File: config.mk
export PLATFORM = sky130hd
export DESIGN_NAME = fcsf_top
export DESIGN_NICKNAME = d
export VERILOG_FILES = /design/src/fcsf_pkg.sv /design/src/fcsf_top.sv
export VERILOG_INCLUDE_DIRS = /design/src
export SDC_FILE = /design/constraint.sdc
export NUM_CORES = 1
export LEC_CHECK = 0
export ABC_AREA = 1
export ABC_CLOCK_PERIOD_IN_PS = 3350
export BUFFER_PORTS_ARGS = -buffer_cell sky130_fd_sc_hd__clkbuf_2
export CAP_MARGIN = 25
export CORE_ASPECT_RATIO = 0.6
export CORE_MARGIN = 3
export CORE_UTILIZATION = 25
export DETAILED_ROUTE_END_ITERATION = 8
export MAX_ROUTING_LAYER = met4
export PLACE_DENSITY = 0.58
export SYNTH_ARGS = -nofsm -noshare
export SYNTH_HDL_FRONTEND = slang
export SYNTH_SLANG_ARGS = --single-unit
File: constraint.sdc
create_clock -name I_CORE_CLK -period 3.35 [get_ports I_CORE_CLK]
set_clock_uncertainty 0.2 [all_clocks]
set_input_delay 0 -clock I_CORE_CLK [delete_from_list [all_inputs] [get_ports I_CORE_CLK]]
set_output_delay 0 -clock I_CORE_CLK [all_outputs]
set_load 0.1 [all_outputs]
File: src/fcsf_map.svh
// fcsf_map.svh: register offsets, bit positions and reset values of the flash status flags
// assumes: included by bare name from the package and the design file
`ifndef FCSF_MAP_SVH
`define FCSF_MAP_SVH
`define FCSF_ADDR_W 8
`define FCSF_OFS_STAT 8'h00
`define FCSF_OFS_IRQ_STS 8'h04
`define FCSF_OFS_IRQ_MSK 8'h08
`define FCSF_BIT_CMD_CMPL 7
`define FCSF_BIT_ACC_ERR 5
`define FCSF_BIT_PROT_VIOL 4
`define FCSF_BIT_BUSY 3
`define FCSF_BIT_RSVD 2
`define FCSF_BIT_CSTAT_LO 0
`define FCSF_CSTAT_W 2
`define FCSF_IRQ_W 4
`define FCSF_IRQ_CMD 0
`define FCSF_IRQ_ACC 1
`define FCSF_IRQ_PROT 2
`define FCSF_IRQ_MGS 3
`define FCSF_STAT_RST 8'h80
`define FCSF_CMD_CMPL_RST 1'b1
`define FCSF_IRQ_MSK_RST 4'h0
`define FCSF_RESP_OKAY 2'h0
`define FCSF_RESP_DECERR 2'h3
`endif

File: src/fcsf_pkg.sv
// fcsf_pkg.sv: types of the flash status flag block
// assumes: fcsf_map.svh on the include path
`include "fcsf_map.svh"
package fcsf_pkg;
    typedef logic [`FCSF_ADDR_W-1:0] fcsf_addr_t;
    typedef enum logic [0:0] {
        FCSF_WR_IDLE = 1'b0,
        FCSF_WR_RESP = 1'b1
    } fcsf_wr_e;
    typedef struct packed {
        logic awready;
        logic wready;
        fcsf_addr_t awaddr;
        logic [31:0] wdata;
        logic [3:0] wstrb;
        fcsf_wr_e wst;
        logic [1:0] bresp;
        logic arready;
        logic rvalid;
        logic [31:0] rdata;
        logic [1:0] rresp;
        logic rd_stat;
        logic cmd_cmpl;
        logic acc_err;
        logic prot_viol;
        logic busy;
        logic [`FCSF_CSTAT_W-1:0] cmpl_stat;
        logic launch;
        logic seq_block;
        logic [`FCSF_IRQ_W-1:0] irq_sts;
        logic [`FCSF_IRQ_W-1:0] irq_msk;
        logic irq;
    } fcsf_st_s;
endpackage

File: src/fcsf_top.sv
// fcsf_top.sv: flash command status flags behind an AXI4-Lite slave, with interrupt status and mask
// assumes: command engine on the same clock gives one-cycle event pulses and a busy level
`timescale 1ns/1ps
`include "fcsf_map.svh"
module fcsf_top (
    input wire logic I_CORE_CLK,
    input wire logic I_RST,
    input wire logic I_AWVALID,
    input wire fcsf_pkg::fcsf_addr_t I_AWADDR,
    output logic O_AWREADY,
    input wire logic I_WVALID,
    input wire logic [31:0] I_WDATA,
    input wire logic [3:0] I_WSTRB,
    output logic O_WREADY,
    output logic O_BVALID,
    output logic [1:0] O_BRESP,
    input wire logic I_BREADY,
    input wire logic I_ARVALID,
    input wire fcsf_pkg::fcsf_addr_t I_ARADDR,
    output logic O_ARREADY,
    output logic O_RVALID,
    output logic [31:0] O_RDATA,
    output logic [1:0] O_RRESP,
    input wire logic I_RREADY,
    input wire logic I_CMD_DONE,
    input wire logic I_SEQ_VIOL,
    input wire logic I_ILLEGAL_CMD,
    input wire logic I_EMU_INIT_ERR,
    input wire logic I_PROT_VIOL,
    input wire logic I_EMU_BUSY,
    input wire logic [1:0] I_CMPL_STAT_SET,
    output logic O_CMD_LAUNCH,
    output logic O_SEQ_BLOCK,
    output logic O_IRQ
);
    import fcsf_pkg::*;

    // reset image of the whole state
    localparam fcsf_st_s ST_RST = '{
        awready: 1'b1,
        wready: 1'b1,
        awaddr: '0,
        wdata: '0,
        wstrb: '0,
        wst: FCSF_WR_IDLE,
        bresp: `FCSF_RESP_OKAY,
        arready: 1'b1,
        rvalid: 1'b0,
        rdata: '0,
        rresp: `FCSF_RESP_OKAY,
        rd_stat: 1'b0,
        cmd_cmpl: `FCSF_CMD_CMPL_RST,
        acc_err: 1'b0,
        prot_viol: 1'b0,
        busy: 1'b0,
        cmpl_stat: '0,
        launch: 1'b0,
        seq_block: 1'b0,
        irq_sts: '0,
        irq_msk: `FCSF_IRQ_MSK_RST,
        irq: 1'b0
    };

    fcsf_st_s q;
    fcsf_st_s d;
    logic wr_fire;
    logic wr_stat;
    logic acc_ev;
    logic launch_ok;
    logic [`FCSF_IRQ_W-1:0] irq_ev;

    // address decode shared by read and write paths
    function automatic logic hit(input fcsf_addr_t a, input fcsf_addr_t ofs);
        hit = (a[`FCSF_ADDR_W-1:2] == ofs[`FCSF_ADDR_W-1:2]);
    endfunction

    function automatic logic [7:0] stat_word(input fcsf_st_s s);
        stat_word = '0;
        stat_word[`FCSF_BIT_CMD_CMPL] = s.cmd_cmpl;
        stat_word[`FCSF_BIT_ACC_ERR] = s.acc_err;
        stat_word[`FCSF_BIT_PROT_VIOL] = s.prot_viol;
        stat_word[`FCSF_BIT_BUSY] = s.busy;
        stat_word[`FCSF_BIT_RSVD] = 1'b0;
        stat_word[`FCSF_BIT_CSTAT_LO +: `FCSF_CSTAT_W] = s.cmpl_stat;
    endfunction

    assign wr_fire = !q.awready && !q.wready && (q.wst == FCSF_WR_IDLE);
    assign wr_stat = wr_fire && hit(q.awaddr, `FCSF_OFS_STAT) && q.wstrb[0];
    assign acc_ev = I_SEQ_VIOL || I_ILLEGAL_CMD || I_EMU_INIT_ERR;
    // launch refused while either violation flag stands
    assign launch_ok = wr_stat && q.wdata[`FCSF_BIT_CMD_CMPL] && q.cmd_cmpl
        && !q.acc_err && !q.prot_viol;

    always_comb begin
        d = q;
        d.launch = 1'b0;
        irq_ev = '0;
        // write address and data, either order
        if (I_AWVALID && q.awready) begin
            d.awaddr = I_AWADDR;
            d.awready = 1'b0;
        end
        if (I_WVALID && q.wready) begin
            d.wdata = I_WDATA;
            d.wstrb = I_WSTRB;
            d.wready = 1'b0;
        end
        if (wr_fire) begin
            d.wst = FCSF_WR_RESP;
            if (hit(q.awaddr, `FCSF_OFS_STAT) || hit(q.awaddr, `FCSF_OFS_IRQ_STS)
                || hit(q.awaddr, `FCSF_OFS_IRQ_MSK)) begin
                d.bresp = `FCSF_RESP_OKAY;
            end else begin
                d.bresp = `FCSF_RESP_DECERR;
            end
        end
        if ((q.wst == FCSF_WR_RESP) && I_BREADY) begin
            d.wst = FCSF_WR_IDLE;
            d.awready = 1'b1;
            d.wready = 1'b1;
        end
        // read channel
        if (I_ARVALID && q.arready) begin
            d.arready = 1'b0;
            d.rvalid = 1'b1;
            d.rresp = `FCSF_RESP_OKAY;
            d.rd_stat = 1'b0;
            d.rdata = '0;
            if (hit(I_ARADDR, `FCSF_OFS_STAT)) begin
                d.rdata[7:0] = stat_word(q);
                d.rd_stat = 1'b1;
            end else if (hit(I_ARADDR, `FCSF_OFS_IRQ_STS)) begin
                d.rdata[`FCSF_IRQ_W-1:0] = q.irq_sts;
            end else if (hit(I_ARADDR, `FCSF_OFS_IRQ_MSK)) begin
                d.rdata[`FCSF_IRQ_W-1:0] = q.irq_msk;
            end else begin
                d.rresp = `FCSF_RESP_DECERR;
            end
        end
        if (q.rvalid && I_RREADY) begin
            d.rvalid = 1'b0;
            d.arready = 1'b1;
        end
        // write-one-to-clear, set wins below
        if (wr_stat && q.wdata[`FCSF_BIT_ACC_ERR]) begin
            d.acc_err = 1'b0;
        end
        if (wr_stat && q.wdata[`FCSF_BIT_PROT_VIOL]) begin
            d.prot_viol = 1'b0;
        end
        if (acc_ev) begin
            d.acc_err = 1'b1;
            irq_ev[`FCSF_IRQ_ACC] = 1'b1;
        end
        if (I_PROT_VIOL) begin
            d.prot_viol = 1'b1;
            irq_ev[`FCSF_IRQ_PROT] = 1'b1;
        end
        // command launch and completion
        if (launch_ok) begin
            d.cmd_cmpl = 1'b0;
            d.launch = 1'b1;
            d.cmpl_stat = '0;
        end
        if (!q.cmd_cmpl && (I_CMD_DONE || acc_ev || I_PROT_VIOL)) begin
            d.cmd_cmpl = 1'b1;
            irq_ev[`FCSF_IRQ_CMD] = 1'b1;
        end
        // completion status set only from the engine, never from writes; a launch write clears it
        d.cmpl_stat = d.cmpl_stat | I_CMPL_STAT_SET;
        if (|I_CMPL_STAT_SET) begin
            irq_ev[`FCSF_IRQ_MGS] = 1'b1;
        end
        d.busy = !d.cmd_cmpl || I_EMU_BUSY;
        d.seq_block = d.prot_viol;
        // interrupt status and mask
        if (wr_fire && hit(q.awaddr, `FCSF_OFS_IRQ_STS) && q.wstrb[0]) begin
            d.irq_sts = q.irq_sts & ~q.wdata[`FCSF_IRQ_W-1:0];
        end
        d.irq_sts = d.irq_sts | irq_ev;
        if (wr_fire && hit(q.awaddr, `FCSF_OFS_IRQ_MSK) && q.wstrb[0]) begin
            d.irq_msk = q.wdata[`FCSF_IRQ_W-1:0];
        end
        d.irq = |(d.irq_sts & d.irq_msk);
    end

    always_ff @(posedge I_CORE_CLK) begin
        if (I_RST) begin
            q <= ST_RST;
        end else begin
            q <= d;
        end
    end

    assign O_AWREADY = q.awready;
    assign O_WREADY = q.wready;
    assign O_BVALID = (q.wst == FCSF_WR_RESP);
    assign O_BRESP = q.bresp;
    assign O_ARREADY = q.arready;
    assign O_RVALID = q.rvalid;
    assign O_RDATA = q.rdata;
    assign O_RRESP = q.rresp;
    assign O_CMD_LAUNCH = q.launch;
    assign O_SEQ_BLOCK = q.seq_block;
    assign O_IRQ = q.irq;
endmodule // fcsf_top

=== Yosys cells after proc, flatten, opt, wreduce, memory -nomap -nowiden ===
Cells that the tools add are included.

* Word-level logic and storage cells: 92
* Flip-flop bits (word level): 50
* Output and inout bits: 44

* Reduce and logical (&&, ||, !) cells: 41
* Mux-type cells: 21
* Equality and inequality tests: 4
* Bitwise logic cells: 6

{| class="wikitable"
|+ Operators with widths
! kind !! number
|-
| 4-bit two-way mux || 6
|-
| 1-bit logical AND || 20
|-
| 6-bit by 1-bit equality test with 1-bit output, second input constant || 2
|-
| 6-bit by 2-bit equality test with 1-bit output, second input constant || 2
|-
| 6-bit logical NOT || 2
|-
| 1-bit two-way mux || 10
|-
| 4-bit bitwise AND || 2
|-
| 2-bit two-way mux || 4
|-
| 1-bit logical OR || 7
|-
| 1-bit logical NOT || 6
|-
| 2-bit OR reduction || 3
|-
| 4-bit inverter || 1
|-
| 4-bit bitwise OR || 1
|-
| 2-bit nonzero test || 2
|-
| 4-bit OR reduction || 1
|-
| 3-bit two-way mux || 1
|-
| 2-bit bitwise OR || 1
|-
| 1-bit inverter || 1
|}

=== Longest topological paths before layout ===
* Depth in word-level cells: 13
* Depth in mapped cells: 10

=== Least setup slack after synthesis ===
No wires, ideal clock.

* Path kind: reg-to-reg
* Start point: register q, in the netlist O_ARREADY
* End point: register q, in the netlist O_RDATA[4]
* Slack: 1.291 ns
* Clock period less this slack: 2.059 ns
* Setup time: 0.070 ns
* Cell stages (with the launch flop): 6
* Arrival: 1.789 ns
* Cells stage by stage: dfxtp_1 nand2_1 inv_1 clkbuf_1 o21ai_0 a21oi_1

* Longest elaborated chain between the ends: 1

{| class="wikitable"
|+ RTL lines
! element !! line !! text
|-
| start: declaration || fcsf_top.sv:64 || <nowiki>fcsf_st_s q;</nowiki>
|-
| start signal: assignment || fcsf_top.sv:189 || <nowiki>q <= ST_RST;</nowiki>
|-
| start signal: assignment || fcsf_top.sv:191 || <nowiki>q <= d;</nowiki>
|-
| 1-bit logical AND || fcsf_top.sv:123 || <nowiki>if (I_ARVALID && q.arready) begin</nowiki>
|}

Every way passes these cells.
A chain may end at the register's enable or synchronous reset.

=== Worst setup path after layout ===
* Start point: input I_EMU_INIT_ERR
* End point: register q[13] in the netlist's numbering

* Longest elaborated chain between the ends: 7

{| class="wikitable"
|+ RTL lines
! element !! line !! text
|-
| start: declaration || fcsf_top.sv:28 || <nowiki>input wire logic I_EMU_INIT_ERR,</nowiki>
|-
| 1-bit logical OR || fcsf_top.sv:89 || <nowiki>assign acc_ev = I_SEQ_VIOL || I_ILLEGAL_CMD || I_EMU_INIT_ERR;</nowiki>
|-
| 1-bit logical OR (2 in a row) || fcsf_top.sv:165 || <nowiki>if (!q.cmd_cmpl && (I_CMD_DONE || acc_ev || I_PROT_VIOL)) begin</nowiki>
|-
| 1-bit logical AND || fcsf_top.sv:165 ||
|-
| 1-bit two-way mux || fcsf_top.sv:165 ||
|-
| 1-bit logical NOT || fcsf_top.sv:174 || <nowiki>d.busy = !d.cmd_cmpl || I_EMU_BUSY;</nowiki>
|-
| 1-bit logical OR || fcsf_top.sv:174 ||
|}

Every way passes these cells.

==> out/results.tsv <==
stage	metric	value	unit
synthesis	Synth Register Bits	44	
cts	cts hold-fix bufs	32	
synthesis	Synth Area in XOR/XNOR	0	
timing	normalized max-slew margin	0.567	
cts	Worst-Skew Late Latency	0.28	ns
synthesis	Main synth FF type	dfxtp_1	
grt	vias in the first global route	1687	
cts	htree depth	2	
cts	clk root buf	clkbuf_16	
status	status	complete, no violations	
cts	clk sink count	44	
final_layout	Reg area	881	um2
synthesis	Synth Area in Simple Gates	0.207	
placed_design	Port Buffers	53	
timing	final worst setup slack	0.809	ns
synthesis	Synth Warn #	0	
cts	Clock Tree Buf Depth	2	
floorplanning	Die Area	9280	um2
synthesis	top cell type by total area after synthesis	dfxtp_1	
synthesis	Synth Area in Compound Gates	0.165	
setup_path	worst r2r dst	q[13]	
synthesis	adder-cell share of the synthesized area	0	
power	Peak VDD IR	0.182	mV
placed_design	placer's final routability congestion estimate	0.821	
run	max cap viols	0	
placed_design	DP Area	2220	um2
synthesis	largest family of logic cells by synthesized area	simple AND/OR/NAND/NOR gates	
final_layout	Ant. Diodes	0	
grt	total track usage	0.114	
grt	first-pass GRT wire length	8070	um
power	PD cells	559	nW/um2
setup_path	worst reg2reg startpoint	O_AWREADY	
synthesis	mapped cell area	2030	um2
detailed_routing	post-DR wirelength/cell	11.2	um
timing	Worst Tran Pin Value	0.648	ns
floorplanning	die width	122	um
grt	largest net degree at the start of global routing	23	
setup_path	Max Fanout on Critical Path	3	
synthesis	EDFF count, synth	0	
synthesis	Netlist cell types	21	
final_layout	final core utilization	0.358	
floorplanning	Initial Util	0.268	
synthesis	Gate Count Post-Synth	277	
synthesis	most common cell in the netlist	nand2_1	
floorplanning	# rows	24	
setup_path	Crit Path Class	primary input to register	
timing	FMAX	0.393	GHz
detailed_routing	# DRC	0	
setup_path	Worst Path Arrival	2.56	ns
floorplanning	I/O pin total	111	
setup_path	CP required	3.36	ns
final_layout	area occupied by multi-input gates	850	um2
placed_design	dpl ws	1.58	ns
setup_path	worst reg2reg path depth	9	
grt	final global-route overflow total	0	
timing	setup_tns	0	ns
synthesis	Synth async-reset ratio	0	
detailed_routing	First-pass DRT Iterations	5	
detailed_routing	final wirelength	5100	um
detailed_routing	vias per cell	4.01	
worst_hold_path	Hold Path Stages	6	
placed_design	dpl hpwl	3640	um
detailed_routing	starting DRC count in detailed routing	78	
detailed_routing	post-route antenna net violation count	0	
synthesis	Mean Syn Cell Area	7.33	um2
setup_path	crit path launch type	primary input	
synthesis	post-synthesis mux area share	0	
worst_hold_path	startpoint of the worst hold path	I_ARADDR[3]	
final_layout	Fillers	789	
cts	CTS tree	built	
timing	Min Clock Period, post-route	2.54	ns
timing	RSZ-0062 raised after global routing	no	
final_layout	final net count	418	
setup_path	Critical Path Sink Type	register	
setup_path	register-to-register setup slack	1.13	ns
timing	max-slew violation count	0	
worst_hold_path	Hold Path Class	primary input to register	
synthesis	largest cells by area after synthesis	dfxtp_1 43%, buf_4 13%, nand2_1 8.7%	
final_layout	layout cells sized above 1	0.193	
worst_hold_path	Endpoint, Worst Hold	O_RDATA[3]	
power	leakage power figure	1.27	nW
cts	TritonCTS buffer count	5	
floorplanning	core area	7570	um2
synthesis	top cell type's share of synthesized area	0.434	
detailed_routing	via count	1830	
final_layout	synthesis-to-finish area growth	33.3	%
cts	setup bufs post-CTS	0	
timing	final setup vio count	0	
timing	period utilization	0.759	
synthesis	Commonest cells post-synth	47 x nand2_1, 44 x dfxtp_1, 36 x buf_4	
floorplanning	Die Ht	75.8	um
final_layout	Final Cell Area	2710	um2
cts	Post-CTS Resized	0	
grt	antenna violations before repair	0	
timing	final count of hold timing violations	0	
cts	Reg clk slew, reported paths	0.06	ns
synthesis	post-synthesis sequential area ratio	0.434	
==> cell families (layout without fill, tap and decap cells) <==
logic type,count (synthesis),count (layout)
buffers and inverters,68,119
AOI/OAI and AO/OA,64,64
other,1,25
and+or+nand+nor,100,100
DFF,44,44
==> how the worst max path moves through the flow <==
stage                         startpoint          to  slack [ns]  depth (start not counted)
after floorplan                O_ARREADY  O_RDATA[4]        1.29                          5
after global placement         O_AWREADY       q[16]        1.60                          9
after detailed placement       O_AWREADY       q[16]        1.58                          9
after CTS                 I_EMU_INIT_ERR       q[13]        0.87                          9
after global routing      I_EMU_INIT_ERR       q[13]        0.64                          9
final                     I_EMU_INIT_ERR       q[13]        0.81                          9
==> per-stage QoR <==
stage | cells | power [mW] | hold WS [ns]
finish | 456 | 1.51 | 0.00449
global route | 456 | 1.58 | 0.0367
CTS | 456 | 1.53 | 0.00481
detailed placement | 416 | 0.951 | 0.0245
global placement | 416 | 0.949 | 0.0318
floorplan | 301 | 0.931 | -0.0826
==> cell type report <==
cell class / instances / share of cell area
Inverter: 26 / 0.0360
Tap cell: 104 / 0.0481
Timing Repair Buffer: 85 / 0.216
Multi-Input combinational cell: 189 / 0.314
Sequential cell: 44 / 0.325
Clock inverter: 2 / 0.0129
Clock buffer: 6 / 0.0476
==> flip-flops by register name, summed over array words and instances (netlist names) <==
name,cells
q,27
O_RDATA,7
O_ARREADY,1
O_AWREADY,1
O_BRESP,1
O_BVALID,1
O_CMD_LAUNCH,1
O_IRQ,1
O_RRESP,1
O_RVALID,1
O_SEQ_BLOCK,1
O_WREADY,1
==> report_power, final <==
part	switching (mW)	total [mW]	leakage, nW	internal [mW]
registers	0.0207	0.579	0.363	0.558
clock network	0.191	0.542	0.0808	0.351
logic	0.318	0.393	0.824	0.0759
total	0.530	1.51	1.27	0.985
==> worst max-delay path: stages <==
cell and delay, ns:
dlygate4sd3_1 0.53, clkbuf_2 0.11, nor3_1 0.34, nand2_1 0.16, dlygate4sd3_1 0.62, o21ai_2 0.13
nor2_1 0.05, dlygate4sd3_1 0.54, nor2_1 0.07
==> layer usage <==
metal / routed length (um) / up-vias / track usage
met5: 0 / - / -
met4: 8 / 0 / 0.0261
met3: 275 / 2 / 0.0282
met2: 2270 / 50 / 0.172
met1: 2540 / 807 / 0.156
li1: - / 971 / -
==> cell usage in the layout (no fill, tap or decap) <==
cell and instances:
dfxtp_1 44, o21a_1 2, clkbuf_1 1, o21ai_2 1, clkinv_2 1, clkbuf_16 5, nand4_1 1, nand2_1 47
nand2_2 2, o21ai_1 4, bufinv_16 1, nor2_4 1, clkbuf_2 53, o21ai_0 29, nor2_2 3, conb_1 25
nor4_1 1, nor2_1 35, nor3_1 1, inv_1 26, nor3b_2 1, dlygate4sd3_1 32, o2111a_1 1, nand3_1 8
a21oi_1 27
Note: power is estimated with default switching activity, not from simulation.
